==> src/rtl/irf_pkg.sv <==
// Purpose: Constants for the infrared timer status flag block.
// Assumes: Single 50 MHz clock domain, asynchronous active-low reset.
// Notes: Register map is a small word-indexed plain port map.
package irf_pkg;
   // ----------------------------------------------------------------
   // Register map
   // ----------------------------------------------------------------
   localparam logic [3:0] IRF_ADDR_CTRL = 4'h0;
   localparam logic [3:0] IRF_ADDR_CARRIER = 4'h1;
   localparam logic [3:0] IRF_ADDR_STATUS = 4'h2;
   localparam logic [3:0] IRF_ADDR_MASK = 4'h3;
   localparam logic [3:0] IRF_ADDR_COUNT = 4'h4;
   localparam logic [3:0] IRF_ADDR_CAPTURE = 4'h5;
   localparam logic [3:0] IRF_ADDR_RELOAD = 4'h6;

   // ----------------------------------------------------------------
   // Field positions
   // ----------------------------------------------------------------
   localparam int IRF_CTRL_EN = 0;
   localparam int IRF_CTRL_RX = 1;
   localparam int IRF_CTRL_BITCNT = 2;
   localparam int IRF_ST_WRAP = 0;
   localparam int IRF_ST_EVENT = 1;

   // ----------------------------------------------------------------
   // Reset values and counts
   // ----------------------------------------------------------------
   localparam logic [15:0] IRF_CNT_MAX = 16'hffff;
   localparam logic [15:0] IRF_CNT_ZERO = 16'h0000;
   localparam logic [15:0] IRF_CARRIER_RST = 16'h0000;
   localparam logic [15:0] IRF_RELOAD_RST = 16'h0000;
   localparam logic [2:0] IRF_CTRL_RST = 3'h0;
   localparam logic [1:0] IRF_FLAGS_RST = 2'h0;
   localparam logic [16:0] IRF_IVL_ONE = 17'h00001;

   typedef enum logic [1:0] {IRF_IDLE, IRF_TX, IRF_RX} irf_mode_t;
endpackage : irf_pkg

==> src/rtl/irf_interval.sv <==
// Purpose: Interval timer expiring every twice the carrier period setting.
// Assumes: Restarted whenever not enabled.
// Notes: Setting of zero is treated as an interval of one cycle.
`timescale 1ns/1ps
`default_nettype none
module irf_interval
   import irf_pkg::*;
(
   // Clock and reset
   input wire logic clk,
   input wire logic arst_n,
   // Control
   input wire logic run,
   input wire logic [15:0] carrier_period_setting,
   // Event
   output logic expire
);
   logic [16:0] cnt_r;
   logic [16:0] cnt_nxt;
   logic [16:0] limit;
   logic hit;
   logic expire_r;

   // Twice the carrier setting, never below one cycle
   assign limit = (carrier_period_setting == IRF_CNT_ZERO) ? IRF_IVL_ONE :
                  {carrier_period_setting, 1'b0};
   assign hit = run && (cnt_r + IRF_IVL_ONE >= limit);
   assign cnt_nxt = (!run || hit) ? 17'h00000 : cnt_r + IRF_IVL_ONE;
   assign expire = expire_r;

   always_ff @(posedge clk or negedge arst_n) begin
      if (!arst_n) begin
         cnt_r <= 17'h00000;
         expire_r <= 1'b0;
      end else begin
         cnt_r <= cnt_nxt;
         expire_r <= hit;
      end
   end
endmodule : irf_interval
`default_nettype wire

==> src/rtl/irf_flag.sv <==
// Purpose: One sticky status flag, set by hardware, cleared by software.
// Assumes: Clear is a one-cycle write strobe with the written bit at zero.
// Notes: Set wins over a clear in the same cycle.
`timescale 1ns/1ps
`default_nettype none
module irf_flag
   import irf_pkg::*;
(
   // Clock and reset
   input wire logic clk,
   input wire logic arst_n,
   // Control
   input wire logic set_evt,
   input wire logic clr_req,
   // State
   output logic flag
);
   logic flag_r;
   logic flag_nxt;

   // Set is idempotent: an already set flag just stays set
   assign flag_nxt = set_evt ? 1'b1 : (clr_req ? 1'b0 : flag_r);
   assign flag = flag_r;

   always_ff @(posedge clk or negedge arst_n) begin
      if (!arst_n) begin
         flag_r <= 1'b0;
      end else begin
         flag_r <= flag_nxt;
      end
   end
endmodule : irf_flag
`default_nettype wire

==> src/rtl/irf_top.sv <==
// Purpose: Infrared timer counter with wrap and event status flags.
// Assumes: Capture input is a one-cycle synchronous pulse.
// Notes: Flags clear by writing zero to the status bit.
//
// The plain strobed port and the address map are this design's own decisions.
`timescale 1ns/1ps
`default_nettype none
module irf_top
   import irf_pkg::*;
(
   // Clock and reset
   input wire logic clk,
   input wire logic arst_n,
   // Register port
   input wire logic [3:0] reg_addr,
   input wire logic [15:0] reg_wdata,
   input wire logic reg_wr,
   input wire logic reg_rd,
   output logic [15:0] reg_rdata,
   // Receive front end
   input wire logic capture_in,
   // Status and interrupt
   output logic counter_wrap_flag,
   output logic event_interrupt_flag,
   output logic irq
);
   // ----------------------------------------------------------------
   // Registers
   // ----------------------------------------------------------------
   logic [2:0] ctrl_r;
   logic [15:0] carrier_r;
   logic [15:0] reload_r;
   logic [1:0] mask_r;
   logic [15:0] count_r;
   logic [15:0] count_nxt;
   logic [15:0] capture_r;
   logic [15:0] rdata_r;
   logic [15:0] rdata_nxt;
   logic irq_r;
   logic wrap_q_r;
   logic event_q_r;

   // ----------------------------------------------------------------
   // Address decode
   // ----------------------------------------------------------------
   // One compare serves both strobes, so reads and writes decode alike
   function automatic logic idx_hit(input logic [3:0] a, input logic [3:0] t,
                                    input logic s);
      idx_hit = s && (a == t);
   endfunction : idx_hit

   wire wr_ctrl = idx_hit(reg_addr, IRF_ADDR_CTRL, reg_wr);
   wire wr_carrier = idx_hit(reg_addr, IRF_ADDR_CARRIER, reg_wr);
   wire wr_status = idx_hit(reg_addr, IRF_ADDR_STATUS, reg_wr);
   wire wr_mask = idx_hit(reg_addr, IRF_ADDR_MASK, reg_wr);
   wire wr_reload = idx_hit(reg_addr, IRF_ADDR_RELOAD, reg_wr);

   // ----------------------------------------------------------------
   // Mode decode
   // ----------------------------------------------------------------
   // Idle holds the counter at zero and stops the interval timer
   wire enabled = ctrl_r[IRF_CTRL_EN];
   wire receive_mode = ctrl_r[IRF_CTRL_RX];
   wire receive_bit_count_mode = ctrl_r[IRF_CTRL_BITCNT];
   irf_mode_t mode;
   assign mode = !enabled ? IRF_IDLE : (receive_mode ? IRF_RX : IRF_TX);

   // ----------------------------------------------------------------
   // Counter
   // ----------------------------------------------------------------
   // Transmit counts down and reloads at zero; receive counts up and wraps
   // Going straight from receive to transmit counts down from the current
   // value; passing through idle first gives an immediate reload
   wire tx_reload = (mode == IRF_TX) && (count_r == IRF_CNT_ZERO);
   wire rx_wrap = (mode == IRF_RX) && (count_r == IRF_CNT_MAX);
   always_comb begin
      count_nxt = count_r;
      unique case (mode)
         IRF_IDLE: count_nxt = IRF_CNT_ZERO;
         IRF_TX: count_nxt = tx_reload ? reload_r : count_r - 16'h0001;
         IRF_RX: count_nxt = count_r + 16'h0001;
      endcase
   end

   // ----------------------------------------------------------------
   // Interval timer
   // ----------------------------------------------------------------
   // Runs only while counting received bits; restarts from zero otherwise
   logic ivl_expire;
   wire ivl_run = (mode == IRF_RX) && receive_bit_count_mode;
   irf_interval u_ivl (
      .clk(clk),
      .arst_n(arst_n),
      .run(ivl_run),
      .carrier_period_setting(carrier_r),
      .expire(ivl_expire)
   );

   // ----------------------------------------------------------------
   // Event sources
   // ----------------------------------------------------------------
   // Sources are exclusive by mode, so at most one is active per cycle
   wire cap_evt = (mode == IRF_RX) && !receive_bit_count_mode && capture_in;
   wire event_set = tx_reload
                    || cap_evt
                    || (ivl_run && ivl_expire);

   // ----------------------------------------------------------------
   // Flags
   // ----------------------------------------------------------------
   logic wrap_flag;
   logic event_flag;
   // Clear is write-zero: software writes ones to the bits it keeps
   wire wrap_clr = wr_status && !reg_wdata[IRF_ST_WRAP];
   wire event_clr = wr_status && !reg_wdata[IRF_ST_EVENT];

   irf_flag u_wrap (
      .clk(clk),
      .arst_n(arst_n),
      .set_evt(rx_wrap),
      .clr_req(wrap_clr),
      .flag(wrap_flag)
   );
   irf_flag u_event (
      .clk(clk),
      .arst_n(arst_n),
      .set_evt(event_set),
      .clr_req(event_clr),
      .flag(event_flag)
   );

   wire [1:0] status = {event_flag, wrap_flag};
   // Level interrupt; the mask gates only this line, never the status
   wire irq_nxt = |(status & mask_r);

   // ----------------------------------------------------------------
   // Read mux
   // ----------------------------------------------------------------
   // One-hot select; an idle cycle or an unmapped index reads as zero
   wire rd_ctrl = idx_hit(reg_addr, IRF_ADDR_CTRL, reg_rd);
   wire rd_carrier = idx_hit(reg_addr, IRF_ADDR_CARRIER, reg_rd);
   wire rd_status = idx_hit(reg_addr, IRF_ADDR_STATUS, reg_rd);
   wire rd_mask = idx_hit(reg_addr, IRF_ADDR_MASK, reg_rd);
   wire rd_count = idx_hit(reg_addr, IRF_ADDR_COUNT, reg_rd);
   wire rd_capture = idx_hit(reg_addr, IRF_ADDR_CAPTURE, reg_rd);
   wire rd_reload = idx_hit(reg_addr, IRF_ADDR_RELOAD, reg_rd);
   wire [15:0] ctrl_word = {13'h0000, ctrl_r};
   wire [15:0] status_word = {14'h0000, status};
   wire [15:0] mask_word = {14'h0000, mask_r};
   assign rdata_nxt = ({16{rd_ctrl}} & ctrl_word)
                      | ({16{rd_carrier}} & carrier_r)
                      | ({16{rd_status}} & status_word)
                      | ({16{rd_mask}} & mask_word)
                      | ({16{rd_count}} & count_r)
                      | ({16{rd_capture}} & capture_r)
                      | ({16{rd_reload}} & reload_r);

   // ----------------------------------------------------------------
   // Control register
   // ----------------------------------------------------------------
   // Mode bits take effect in the cycle after the write
   logic [2:0] ctrl_nxt;
   assign ctrl_nxt = wr_ctrl ? reg_wdata[2:0] : ctrl_r;

   always_ff @(posedge clk or negedge arst_n) begin
      if (!arst_n) begin
         ctrl_r <= IRF_CTRL_RST;
      end else begin
         ctrl_r <= ctrl_nxt;
      end
   end

   // ----------------------------------------------------------------
   // Carrier setting
   // ----------------------------------------------------------------
   // Read back as written; only the interval timer uses it
   logic [15:0] carrier_nxt;
   assign carrier_nxt = wr_carrier ? reg_wdata : carrier_r;

   always_ff @(posedge clk or negedge arst_n) begin
      if (!arst_n) begin
         carrier_r <= IRF_CARRIER_RST;
      end else begin
         carrier_r <= carrier_nxt;
      end
   end

   // ----------------------------------------------------------------
   // Reload value
   // ----------------------------------------------------------------
   // Zero reloads on every cycle, so the event flag sets continuously
   logic [15:0] reload_nxt;
   assign reload_nxt = wr_reload ? reg_wdata : reload_r;

   always_ff @(posedge clk or negedge arst_n) begin
      if (!arst_n) begin
         reload_r <= IRF_RELOAD_RST;
      end else begin
         reload_r <= reload_nxt;
      end
   end

   // ----------------------------------------------------------------
   // Interrupt mask
   // ----------------------------------------------------------------
   // Same layout as the status word: bit 0 wrap, bit 1 event
   logic [1:0] mask_nxt;
   assign mask_nxt = wr_mask ? reg_wdata[1:0] : mask_r;

   always_ff @(posedge clk or negedge arst_n) begin
      if (!arst_n) begin
         mask_r <= IRF_FLAGS_RST;
      end else begin
         mask_r <= mask_nxt;
      end
   end

   // ----------------------------------------------------------------
   // Counter register
   // ----------------------------------------------------------------
   // Readable but not writable; software steers it only through the mode and the reload value
   always_ff @(posedge clk or negedge arst_n) begin
      if (!arst_n) begin
         count_r <= IRF_CNT_ZERO;
      end else begin
         count_r <= count_nxt;
      end
   end

   // ----------------------------------------------------------------
   // Capture register
   // ----------------------------------------------------------------
   // Holds the count seen in the cycle of the capture pulse
   logic [15:0] capture_nxt;
   assign capture_nxt = cap_evt ? count_r : capture_r;

   always_ff @(posedge clk or negedge arst_n) begin
      if (!arst_n) begin
         capture_r <= IRF_CNT_ZERO;
      end else begin
         capture_r <= capture_nxt;
      end
   end

   // ----------------------------------------------------------------
   // Read data
   // ----------------------------------------------------------------
   // Zero outside the answer cycle keeps the bus quiet when idle
   always_ff @(posedge clk or negedge arst_n) begin
      if (!arst_n) begin
         rdata_r <= 16'h0000;
      end else begin
         rdata_r <= rdata_nxt;
      end
   end

   // ----------------------------------------------------------------
   // Interrupt line
   // ----------------------------------------------------------------
   // One cycle behind the status bits, in step with the flag ports
   always_ff @(posedge clk or negedge arst_n) begin
      if (!arst_n) begin
         irq_r <= 1'b0;
      end else begin
         irq_r <= irq_nxt;
      end
   end

   // ----------------------------------------------------------------
   // Wrap flag copy
   // ----------------------------------------------------------------
   // Registered copy so the port leaves straight from a flop
   logic wrap_q_nxt;
   assign wrap_q_nxt = wrap_flag;

   always_ff @(posedge clk or negedge arst_n) begin
      if (!arst_n) begin
         wrap_q_r <= 1'b0;
      end else begin
         wrap_q_r <= wrap_q_nxt;
      end
   end

   // ----------------------------------------------------------------
   // Event flag copy
   // ----------------------------------------------------------------
   logic event_q_nxt;
   assign event_q_nxt = event_flag;

   always_ff @(posedge clk or negedge arst_n) begin
      if (!arst_n) begin
         event_q_r <= 1'b0;
      end else begin
         event_q_r <= event_q_nxt;
      end
   end

   // ----------------------------------------------------------------
   // Output ports
   // ----------------------------------------------------------------
   // Ports are plain copies of the flops above
   assign reg_rdata = rdata_r;
   assign irq = irq_r;
   assign counter_wrap_flag = wrap_q_r;
   assign event_interrupt_flag = event_q_r;
endmodule : irf_top
`default_nettype wire

==> config.mk <==
export PLATFORM = sky130hd
export DESIGN_NAME = irf_top
export DESIGN_NICKNAME = d
export VERILOG_FILES = /design/src/rtl/irf_pkg.sv /design/src/rtl/irf_interval.sv /design/src/rtl/irf_flag.sv /design/src/rtl/irf_top.sv
export SDC_FILE = /design/constraint.sdc
export NUM_CORES = 1
export LEC_CHECK = 0
export ABC_AREA = 1
export BUFFER_PORTS_ARGS = -buffer_cell sky130_fd_sc_hd__buf_2
export CAP_MARGIN = 20
export CELL_PAD_IN_SITES_DETAIL_PLACEMENT = 0
export CELL_PAD_IN_SITES_GLOBAL_PLACEMENT = 1
export CORE_MARGIN = 4
export CORE_UTILIZATION = 45
export CTS_BUF_LIST = sky130_fd_sc_hd__clkbuf_4 sky130_fd_sc_hd__clkbuf_8 sky130_fd_sc_hd__clkbuf_16
export CTS_CLUSTER_DIAMETER = 100
export DETAILED_ROUTE_END_ITERATION = 10
export GPL_TIMING_DRIVEN = 0
export PLACE_DENSITY = 0.87
export SLEW_MARGIN = 0
export SYNTH_ARGS = -nofsm -noshare
export SYNTH_HDL_FRONTEND = slang
export SYNTH_SLANG_ARGS = --single-unit
==> constraint.sdc <==
create_clock -name clk -period 3.72 [get_ports clk]
set_clock_uncertainty 0.2 [all_clocks]
set_input_delay 0.558 -clock clk [delete_from_list [all_inputs] [get_ports clk]]
set_output_delay 0.558 -clock clk [all_outputs]
set_load 0.05 [all_outputs]
==> metrics.md, run 1 <==
| Metric | Value |
|---|---|
| Clk_lat worst skew | `0.35 ns` |
| Largest net degree at the start of global routing | `67` |
| Req. time, crit path | `3.76 ns` |
| CTS HTree Levels | `3` |
| Slew Limit Headroom | `60.8%` |
| Tightest Pin Transition | `0.588 ns` |
| Final setup violation count | `0` |
| Die height | `124 um` |
| Core area | `13200 sq um` |
| DR WL/cell | `16.2 um` |
| Synthesized area | `6050 sq um` |
| Area share of the largest cell type after synthesis | `between 40% and 50%` |
| Area Overhead vs Synth | `12.6%` |
| Area contributors post-synth | `dfrtp_1 45%, nand2_1 12%, inv_1 6.6%` |
| Sequential power share | `37.5%` |
| Final Hold Vio Count | `0` |
| I/O Pins | `44` |
| Initial Utilization | `between 40% and 50%` |
| Internal Pwr Total | `2.57 mW` |
| First-pass GRT wire length | `26.9 mm` |
| Vias in the first global route | `just over 5000` |
| YS warnings | `0` |
| Layout cells sized above 1 | `between 10 and 15%` |
| Max-cap violations | `0` |
| Most common cell after layout, fill and taps aside | `nand2_1` |
| 1st-pass router iterations | `5` |
| Cts bufs inserted | `9` |
| Cells after Synth | `786` |
| Peak supply drop | `0.000335 V` |
| Status | `finished, final reports clean` |
| Clock slew at reported path FFs | `approximately 0.070 ns` |
| Num Clock Sinks | `approximately 110` |
| Die X | `124 um` |
| Avg Synthesized Cell Area | `roughly 7.7 sq um` |
| GP Congestion | `about 0.88` |
| Most frequent cells in the layout | `196 x nand2_1, 108 x dfrtp_1, 107 x inv_1, 79 x nor2_1, 62 x o21ai_0` |
| # resized after CTS | `0` |
| Async set-reset flop share out of synthesis | `100%` |
| #FFs+latches synth | `approximately 110` |
| Worst EP arrival | `3.31 ns` |
| CTS tree | `yes` |
| Initial antenna violation count | `0` |
| Max Slew Vio Count | `0` |
| Syn_nets | `832` |
| Register area share after synthesis | `44.6%` |
| Highest clock rate | `306 MHz` |
| Pwr dens | `655 nW/um^2` |
| Primary FF master, synth | `dfrtp_1` |
| Endpoint type of the worst setup path | `flop` |
| Tot Pwr | `4.47 mW` |
| Final nets | `887` |
| RSZ-0062 raised after global routing | `false` |
| Core Rows | `42` |
| Setup CP Type | `flop to flop` |
| Leak Pwr | `3.50 nW` |
| Clock power frac | `22.2%` |
| HPWL Detailed | `12.6 mm` |
| P_sw | `1.90 mW` |
| Maximum clock path buffer count | `2` |
| Final period utilization | `87.8%` |
| Switching Fraction | `42.5%` |
| Post-CTS Setup Bufs | `0` |
| Post-synth EDFFs | `0` |
| Sum Neg Setup Slack | `0 ns` |
| Largest area contributor in the netlist | `dfrtp_1` |
| Startpoint types | `flop` |
| Vias per Instance | `between 5 and 6` |
| Vias | `approximately 5500` |
| DRC | `0` |
| Hold-fix buffers, CTS | `0` |
| DIE AREA | `approximately 15000 sq um` |
| Crit-path max FO | `10` |
| Ant. Diodes | `0` |
| GRT overflow | `0` |
| Root Buffer | `clkbuf_16` |
| Drt initial violations | `545` |
| Routed Antenna Nets | `0` |
| GRT Overall Usage | `23.0%` |
| IO Port Bufs | `43` |
| Fin crit period | `around 3.3 ns` |
| Synth cell types | `34` |
| Routed wire length | `roughly 17 mm` |
| HP Class | `input pin to asynchronous set/reset pin` |
| Comb power frac | `40.3%` |
-- synthesized netlist by cell type (7+ instances only) --
| library cell | n |
|---|---|
| nor2_2 | 11 |
| o21ai_1 | 10 |
| buf_4 | 7 |
| nand3_2 | 11 |
| a21oi_1 | 41 |
| o21ai_0 | 62 |
| dfrtp_1 | 108 |
| nor2_1 | 79 |
| nand4_1 | 12 |
| xor2_1 | 9 |
| nor3_1 | 12 |
| ha_1 | 21 |
| nand3_1 | 47 |
| inv_1 | 107 |
| clkbuf_1 | 7 |
| nand2_1 | 196 |
-- cells by family (layout without fill, tap and decap cells) --
| logic type | count (synthesis) | count (layout) | share of synthesized area, % |
|---|---|---|---|
| AOI/OAI and AO/OA | 132 | 132 | 12.2 |
| adders and majority gates | 21 | 21 | 4.34 |
| xor gates and xnor gates | 11 | 11 | 1.59 |
| muxes | 3 | 3 | 0.558 |
| buffers and inverters | 132 | 191 | 8.93 |
| DFF | 108 | 108 | 44.6 |
| and+or+nand+nor | 379 | 379 | 27.8 |
-- area by class of cell --
class / count / area [sq um]
buffer: 19 / 116
clock buffer: 11 / 246
clock inverter: 4 / 48.8
fill: 1311 / 6380
inverter: 113 / 424
multi-input combinational: 546 / 2810
sequential: 108 / 2700
tap: 176 / 220
timing repair buffer: 44 / 245
-- path summary, 6_finish.rpt --
kind | slack [ns] | to | startpoint | depth (start not counted)
worst min register to register | 0.23 | event_interrupt_flag$_DFF_PN0_ | u_event.flag$_DFFE_PN0P_ | 0
worst max register to register | 0.45 | u_ivl.cnt_r[15]$_DFF_PN0_ | u_ivl.cnt_r[0]$_DFF_PN0_ | 15
worst min-delay path | 0.01 | u_ivl.cnt_r[13]$_DFF_PN0_ | arst_n | 1
worst max-delay path | 0.45 | u_ivl.cnt_r[15]$_DFF_PN0_ | u_ivl.cnt_r[0]$_DFF_PN0_ | 15
max in group asynchronous | 2.58 | reload_r[7]$_DFFE_PN0P_ | arst_n | 2
min in group clk | 0.23 | event_interrupt_flag$_DFF_PN0_ | u_event.flag$_DFFE_PN0P_ | 0
-- power by group through the flow --
stage / Combinational [mW] / Sequential [mW] / Clock (mW)
CTS: 1.78 / 1.67 / 1.00
global placement: 1.73 / 1.68 / 0
detailed placement: 1.77 / 1.69 / 0
floorplan: 1.29 / 1.69 / 0
finish: 1.80 / 1.67 / 0.993
global route: 2.00 / 1.70 / 1.05
-- critical path: stages, from the launching register on --
cell and delay [ns]:
dfrtp_1 0.43, ha_1 0.19, nand2_1 0.08, nor2_2 0.21, inv_1 0.08, nor2_2 0.20
nand3_1 0.13, xor2_1 0.20, inv_1 0.09, ha_1 0.31, nand2_1 0.08, nor4_1 0.34
nand2_1 0.15, nand3_2 0.19, buf_4 0.21, nor2_1 0.05
-- flip-flops by register name (all words and copies together), names as in the netlist, 2 cells and up --
| signal | cells |
|---|---|
| u_ivl.cnt_r | 17 |
| ctrl_r | 3 |
| mask_r | 2 |
| count_r | 16 |
| reload_r | 16 |
| carrier_r | 16 |
| capture_r | 16 |
| reg_rdata | 16 |
-- per-stage QoR --
step	util [%]	hold slack, ns	cells	area, sq um	setup slack (ns)
floorplan	-	0.0624	786	6050	1.08
global placement	49.2	0.208	1005	6490	0.589
detailed placement	49.4	0.203	1006	6520	0.508
CTS	51.7	0.0206	1021	6810	0.406
global route	51.7	0.0506	1021	6810	0.0918
finish	51.7	0.0102	1021	6810	0.455
-- routing by layer --
| metal | vias to the layer above | part of all wire [%] | track usage, % |
|---|---|---|---|
| li1 | 2644 | - | - |
| met1 | 2600 | 47 | 34.5 |
| met2 | 203 | 44 | 35.1 |
| met3 | 21 | 7.1 | 2.86 |
| met4 | 0 | 1.4 | 6.16 |
| met5 | - | 0 | 0 |
Note: power is estimated with default switching activity, not from simulation.
==> run 2, diff against run 1 <==
CORE_UTILIZATION = 41   (was 45)
PLACE_DENSITY = 0.84   (was 0.87)
clock period = 2.8 ns   (was 3.72 ns; I/O delays follow)
==> run 2 against run 1 <==
  * First-iteration DRC count is 17% lower
  * Critical path depth shrank 1
  * Via count is 2.8% lower
  * Non-clock buffer count increased by 10
  * Flip-flop and latch count is the same
  * Sequential share of layout area decreased by 1.6 points
  * Worst hold slack better by 0.081 ns
  * Critical path type unchanged
  * Largest cell class unchanged
  * Largest power group unchanged
==> metrics.md, run 2 (synthesized netlist as in run 1, its figures left out) <==
| Metric | Value |
|---|---|
| Final nets | `897 (+1.1%)` |
| Post-route cell area | `7090 sq um (+4.1%)` |
| Clock slew at reported path FFs | `0.07 ns (about the same)` |
| Fin crit period | `2.74 ns (-0.527 ns)` |
| Die X | `130 um (+4.5%)` |
| Worst path most repeated cell | `nand2_1` |
| Endpoint type of the worst setup path | `flop` |
| Core Rows | `44 (+4.8%)` |
| Max-cap violations | `0 (unchanged)` |
| Top reg by flops | `u_ivl.cnt_r` |
| Clock power frac | `22.6% (+0.4 points)` |
| HPWL Detailed | `12.4 mm (-1.7%)` |
| CTS HTree Levels | `3 (unchanged)` |
| P_sw | `2.50 mW (+32%)` |
| Number of flip-flops in the largest register | `17 (unchanged)` |
| Slowest CP cell | `dfrtp_1` |
| Vias in the first global route | `5049 (-1.4%)` |
| RSZ-0062 raised after global routing | `true` |
| Setup CP Type | `flop to flop` |
| Reg2Reg Depth | `14 (-1)` |
| CP cell instances | `nand2_1 > nor3_2 > nand2_2 > xor2_1 > inv_1 > ha_1 > nand2_1 > nor2_1 > nand2_1 > o21ai_2 > nor2_4 > nand3_4 > buf_6 > nor2_1` |
| HP Class | `input pin to flop` |
| Crit-path max FO | `6 (-4)` |
| DIE AREA | `16800 sq um (+9.1%)` |
| Comb power frac | `40.1% (-0.2 points)` |
| DRC | `0 (unchanged)` |
| Largest net degree at the start of global routing | `58 (-13%)` |
| Req. time, crit path | `2.85 ns (-0.91 ns)` |
| Register area | `2700 sq um (unchanged)` |
| Most frequent cells in the layout | `188 x nand2_1, 108 x dfrtp_1, 104 x inv_1, 68 x nor2_1, 61 x o21ai_0` |
| Num Clock Sinks | `108 (unchanged)` |
| Filler cells | `1452 (+11%)` |
| Switching Fraction | `42.2% (-0.34 points)` |
| Ant. Diodes | `0 (unchanged)` |
| Slew Limit Headroom | `51.1% (-9.7 points)` |
| Pwr dens | `836 nW/um^2 (+28%)` |
| Max Slew Vio Count | `0 (unchanged)` |
| Maximum clock path buffer count | `2 (unchanged)` |
| Leak Pwr | `3.58 nW (+2.4%)` |
| Hold Path Stages | `3` |
| Routed wire length | `16.7 mm (+0.48%)` |
| Initial Utilization | `41.8% (-4.1 points)` |
| Fin Hold WS | `0.0914 ns (+0.0812 ns)` |
| Startpoint types | `flop` |
| Peak supply drop | `0.000506 V (+51%)` |
| Final Hold Vio Count | `0 (unchanged)` |
| Drt initial violations | `450 (-17%)` |
| Placed instance area | `6530 sq um (+0.15%)` |
| 1st-pass router iterations | `5 (unchanged)` |
| Reg-to-reg critical path startpoint | `u_ivl.cnt_r[4]$_DFF_PN0_` |
| HP Start | `reg_wdata[11]` |
| Tightest Pin Transition | `0.733 ns (+0.145 ns)` |
| GRT Overall Usage | `20.8% (-2.1 points)` |
| Root Buffer | `clkbuf_16` |
| Layout cells sized above 1 | `18.9% (+5.0 points)` |
| Core area | `14500 sq um (+9.8%)` |
| Final period utilization | `97.8% (+10 points)` |
| GRT overflow | `0 (unchanged)` |
| Sequential power share | `37.4% (about the same)` |
| IO Port Bufs | `43 (unchanged)` |
| Dpl cells | `1014 (+0.80%)` |
| First-pass GRT wire length | `26.9 mm (about the same)` |
| Internal Pwr Total | `3.43 mW (+34%)` |
| WHS Endpoint | `reload_r[11]$_DFFE_PN0P_` |
| Area Overhead vs Synth | `17.2%` |
| GP Congestion | `0.840 (-5.1%)` |
| Status | `finished, final reports clean` |
| CP peak stage delay | `0.42 ns (about the same)` |
| Routed Antenna Nets | `0 (unchanged)` |
| Multi-input gate area | `2980 sq um (+6.0%)` |
| I/O Pins | `44 (unchanged)` |
| Highest clock rate | `365 MHz (+19%)` |
| Most common cell after layout, fill and taps aside | `nand2_1` |
| Final setup violation count | `0 (unchanged)` |
| R2R Path End | `u_ivl.cnt_r[2]$_DFF_PN0_` |
| Vias per Instance | `5.11 (-4.5%)` |
| Worst EP arrival | `2.79 ns (-0.52 ns)` |
| Initial antenna violation count | `1 (+1)` |
| R2R Setup Slk | `0.06 ns (-0.39 ns)` |
| Vias | `5317 (-2.8%)` |
| CTS tree | `yes` |
| Clk_lat worst skew | `0.36 ns (about the same)` |
| DR WL/cell | `16.0 um (-1.4%)` |
| Cts bufs inserted | `9 (unchanged)` |
| Tot Pwr | `5.93 mW (+33%)` |
| Die height | `130 um (+4.5%)` |
| Finished Layout Cells | `1040 (+1.9%)` |
[run 2: changes by cell type in the layout (fill, tap and decap cells not counted), moves of 5 or more]
| cell | delta |
|---|---|
| nor2_1 | -11 |
| nand2_1 | -8 |
| nand2_2 | +7 |
| buf_4 | +6 |
| nor2_2 | +6 |
| nor2_4 | +5 |
[run 2: worst max-delay path: cells and delay by family (launching register included)]
family,cells,cell delay (ns)
adders and majority gates,1,0.28
and+or+nand+nor,9,1.03
buffers and inverters,2,0.25
xor gates and xnor gates,1,0.25
DFF,1,0.42
AOI/OAI and AO/OA,1,0.20
[run 2: metrics by stage]
stage	TNS, ns	utilization, %	worst slack [ns]
final	0	49.0	0.0617
after global routing	-1.85	49.0	-0.121
after CTS	0	48.0	0.0107
after detailed placement	-4.81	45.1	-0.377
after global placement	-29.22	44.9	-0.348
after floorplan	0	-	0.163
[run 2: worst max-delay path by stage]
| stage | startpoint | end | slack [ns] | cells after the start |
|---|---|---|---|---|
| final | u_ivl.cnt_r[4]$_DFF_PN0_ | u_ivl.cnt_r[2]$_DFF_PN0_ | 0.06 | 14 |
| after global routing | u_ivl.cnt_r[4]$_DFF_PN0_ | u_ivl.cnt_r[15]$_DFF_PN0_ | -0.12 | 14 |
| after CTS | u_ivl.cnt_r[6]$_DFF_PN0_ | u_ivl.cnt_r[15]$_DFF_PN0_ | 0.01 | 16 |
| after detailed placement | u_ivl.cnt_r[0]$_DFF_PN0_ | u_ivl.cnt_r[11]$_DFF_PN0_ | -0.38 | 19 |
| after global placement | u_ivl.cnt_r[0]$_DFF_PN0_ | u_ivl.cnt_r[15]$_DFF_PN0_ | -0.35 | 19 |
| after floorplan | u_ivl.cnt_r[0]$_DFF_PN0_ | u_ivl.cnt_r[9]$_DFF_PN0_ | 0.16 | 19 |
[run 2: per-layer routing]
metal  track usage (%)  wire, um  up-vias
met2              31.1      7310      175
met4              7.52       356        2
li1                  -         -     2660
met1              30.8      8010     2453
met5                 0        13        -
met3              3.09       972       27
[run 2: cell type report]
| class | instances | area share [%] |
|---|---|---|
| plain buffers | 19 | 1.69 |
| clock buffers | 11 | 3.47 |
| clock inverters | 5 | 0.864 |
| inverters | 113 | 5.98 |
| multi-input cells | 546 | 42.0 |
| flip-flops and latches | 108 | 38.1 |
| well taps | 184 | 3.25 |
| repair buffers | 54 | 4.66 |
[run 2: timing repair]
action                                  CTS  global route
cloned                                    1             0
setup buffers                             5             3
resized for setup                        15            32
pin swaps                                 5            11
hold endpoints to repair                 51             0
hold buffers                              1             0
endpoints found under the setup margin   18            18
[run 2: power groups by stage]
| stage | Clock (mW) | Sequential [mW] | Combinational [mW] |
|---|---|---|---|
| after global placement | 0 | 2.24 | 2.31 |
| after CTS | 1.37 | 2.21 | 2.36 |
| final | 1.34 | 2.22 | 2.38 |
| after global routing | 1.43 | 2.26 | 2.70 |
| after floorplan | 0 | 2.25 | 1.72 |
| after detailed placement | 0 | 2.24 | 2.34 |
==> run 3, diff against run 2 <==
CORE_UTILIZATION = 42   (was 41)
CTS_BUF_LIST = sky130_fd_sc_hd__clkbuf_8   (was sky130_fd_sc_hd__clkbuf_4 sky130_fd_sc_hd__clkbuf_8 sky130_fd_sc_hd__clkbuf_16)
PLACE_DENSITY = 0.85   (was 0.84)
==> run 3 against run 2 <==
  * The flow now finishes with violations (setup timing)
  * Clock power decreased by 24%
  * Clock-buffer cell count did not move
  * Flip-flop and latch count unchanged
  * Core utilization increased by 2.2 points
  * Sequential power barely moved
  * Wire length about the same
  * First-iteration DRC count is 2.7% lower
  * Register-to-register slack got worse by 0.10 ns
  * Cell area increased by 1.0%
  * Global-route usage is essentially flat
  * Worst setup slack got worse by 0.10 ns
  * Non-clock buffer count grew 5
  * Largest cell class unchanged
==> metrics.md, run 3 (synthesized netlist as in run 1, its figures left out) <==
| Metric | Value |
|---|---|
| Status | `complete, but fails checks` |
| Failing checks | `setup timing` |
| First-pass GRT wire length | `26.9 mm (+0.26%)` |
| Worst EP arrival | `2.96 ns (+0.17 ns)` |
| RSZ-0062 raised after global routing | `true` |
| GRT Overall Usage | `20.8% (-0.032 points)` |
| Met1 Use GR | `30.7% (-0.054 points)` |
| Final nets | `902 (+0.56%)` |
| Number of flip-flops in the largest register | `17 (unchanged)` |
| Dpl cells | `1010 (-0.39%)` |
| Vias in the first global route | `5193 (+2.9%)` |
| Met2 Use GR | `32.4% (+1.3 points)` |
| CTS tree | `yes` |
| Pre-CTS setup slack | `-0.408 ns (-0.0309 ns)` |
| Vias | `5345 (+0.53%)` |
| Most common cell after layout, fill and taps aside | `nand2_1` |
| GRT overflow | `0 (unchanged)` |
| Routed Antenna Nets | `0 (unchanged)` |
| Slowest CP cell | `dfrtp_1` |
| DRC | `0 (unchanged)` |
| Die height | `128 um (-1.1%)` |
| Area Overhead vs Synth | `18.4%` |
| Startpoint types | `flop` |
| Ant. Diodes | `0 (unchanged)` |
| Clock slew at reported path FFs | `0.10 ns (+0.03 ns)` |
| I/O Pins | `44 (unchanged)` |
| Maximum clock path buffer count | `2 (unchanged)` |
| Final period utilization | `101% (+3.7 points)` |
| Vias per Instance | `5.13 (+0.43%)` |
| Endpoint type of the worst setup path | `flop` |
| Top reg by flops | `u_ivl.cnt_r` |
| Fin util | `51.2% (+2.2 points)` |
| Post-route cell area | `7170 sq um (+1.0%)` |
| Crit-path max FO | `5 (-1)` |
| Sum Neg Setup Slack | `-0.429 ns (-0.429 ns)` |
| Fin crit period | `2.84 ns (+0.102 ns)` |
| CP peak stage delay | `0.42 ns (about the same)` |
| Core area | `14000 sq um (-3.4%)` |
| Crit-path leading delay family | `simple AND/OR/NAND/NOR gates` |
| Peak supply drop | `0.000427 V (-15%)` |
| HPWL Detailed | `12.3 mm (-0.82%)` |
| Fin Hold WS | `0.0606 ns (-0.0308 ns)` |
| Worst path most repeated cell | `nand2_1` |
| Met3 Use GR | `3.00% (-0.092 points)` |
| Placed instance area | `6530 sq um (about the same)` |
| Max-cap violations | `0 (unchanged)` |
| 1st-pass router iterations | `5 (unchanged)` |
| Setup CP Type | `flop to flop` |
| Num Clock Sinks | `108 (unchanged)` |
| Cts bufs inserted | `9 (unchanged)` |
| Max Slew Vio Count | `0 (unchanged)` |
| HP Class | `input pin to flop` |
| Drt initial violations | `438 (-2.7%)` |
| Clk_lat worst skew | `0.38 ns (+0.02 ns)` |
| DR WL/cell | `16.0 um (-0.12%)` |
| Req. time, crit path | `2.92 ns (+0.07 ns)` |
| GP Congestion | `0.869 (+3.5%)` |
| DIE AREA | `16400 sq um (-2.2%)` |
| Final Hold Vio Count | `0 (unchanged)` |
| GRT busiest layer | `met2` |
| Largest net degree at the start of global routing | `91 (+57%)` |
| Slew Limit Headroom | `64.2% (+13 points)` |
| Tightest Pin Transition | `0.535 ns (-0.197 ns)` |
| Finished Layout Cells | `1041 (+0.096%)` |
| Layout cells sized above 1 | `21.3% (+2.3 points)` |
| CTS HTree Levels | `3 (unchanged)` |
| IO Port Bufs | `43 (unchanged)` |
| Worst Path Buf+Inv | `3 (+1)` |
| Routed wire length | `16.7 mm (about the same)` |
| Pwr dens | `787 nW/um^2 (-5.8%)` |
| Initial Utilization | `43.3% (+1.5 points)` |
| Most frequent cells in the layout | `185 x nand2_1, 108 x dfrtp_1, 103 x inv_1, 60 x nor2_1, 60 x o21ai_0` |
| Tot Pwr | `5.64 mW (-4.9%)` |
| Die X | `128 um (-1.1%)` |
| Initial antenna violation count | `0 (-1)` |
| Setup WS post-layout | `-0.0406 ns (-0.102 ns)` |
| Final setup violation count | `17 (+17)` |
| Core Rows | `43 (-2.3%)` |
| CP cell instances | `ha_4 > nand2_4 > nor2_4 > inv_2 > nor2_4 > nand3_2 > xor2_2 > inv_2 > ha_4 > nand2_2 > nand2_1 > nand2_1 > nand2_1 > nand2_1 > nand2_2 > nor2_4 > nand3_4 > buf_6 > nor2_1` |
| Root Buffer | `clkbuf_8` |
| Leak Pwr | `3.62 nW (+0.98%)` |
| Highest clock rate | `352 MHz (-3.6%)` |
-- run 3: changes by cell type in the layout (fill, tap and decap cells not counted), moves of 2 or more --
cell / change
nor2_1: -8
nor3_4: +2
clkbuf_8: +10
nand2_4: +2
clkbuf_16: -9
buf_6: +4
nand2_1: -3
ha_1: -2
nor2_4: +3
nor3_2: -2
nor2_2: +5
ha_4: +3
-- run 3: power breakdown --
group	internal (mW)	switching, mW
sequential	1.89	0.321
clock	0.465	0.556
combinational	0.816	1.59
-- run 3: final cells by class --
class / count / area [sq um]
clock inverters: 5 / 60.1
clock buffers: 11 / 151
flip-flops and latches: 108 / 2700
well taps: 180 / 225
inverters: 113 / 424
fillers: 1385 / 6820
repair buffers: 59 / 383
plain buffers: 19 / 120
multi-input cells: 546 / 3100
-- run 3: layer usage --
layer / part of all wire [%] / up-vias / routed length (um)
li1: - / 2667 / -
met1: 48 / 2539 / 8030
met2: 46 / 124 / 7660
met3: 4.6 / 15 / 760
met4: 1.2 / 0 / 203
met5: 0 / - / 0
-- run 3: worst register-to-register path, delay by kind of cell, from the launching register on --
family,cells,cell delay [ns]
AND/OR/NAND/NOR,13,1.30
XOR/XNOR,1,0.17
buffers and inverters,3,0.31
flip-flops,1,0.42
adder cells (fa/ha/maj),2,0.40
-- run 3: repair_timing --
| action | in CTS | in global routing |
|---|---|---|
| endpoints found under the setup margin | 18 | 18 |
| gates resized for setup | 18 | 58 |
| buffers inserted | 8 | 5 |
| hold endpoints to repair | 18 | 0 |
| hold buffers | 1 | 0 |
| pin swaps | 8 | 19 |
| gates cloned | 1 | 0 |
-- run 3: final timing paths --
check	startpoint	end	slack, ns	cells past startpoint
min in group asynchronous	arst_n	u_ivl.cnt_r[4]$_DFF_PN0_	0.23	2
worst max register to register	u_ivl.cnt_r[1]$_DFF_PN0_	u_ivl.cnt_r[12]$_DFF_PN0_	-0.04	19
worst min-delay path	reg_wdata[11]	reload_r[11]$_DFFE_PN0P_	0.06	3
worst min register to register	u_event.flag$_DFFE_PN0P_	event_interrupt_flag$_DFF_PN0_	0.23	0
max in group asynchronous	arst_n	reg_rdata[9]$_DFF_PN0_	1.46	3
worst max-delay path	u_ivl.cnt_r[1]$_DFF_PN0_	u_ivl.cnt_r[12]$_DFF_PN0_	-0.04	19
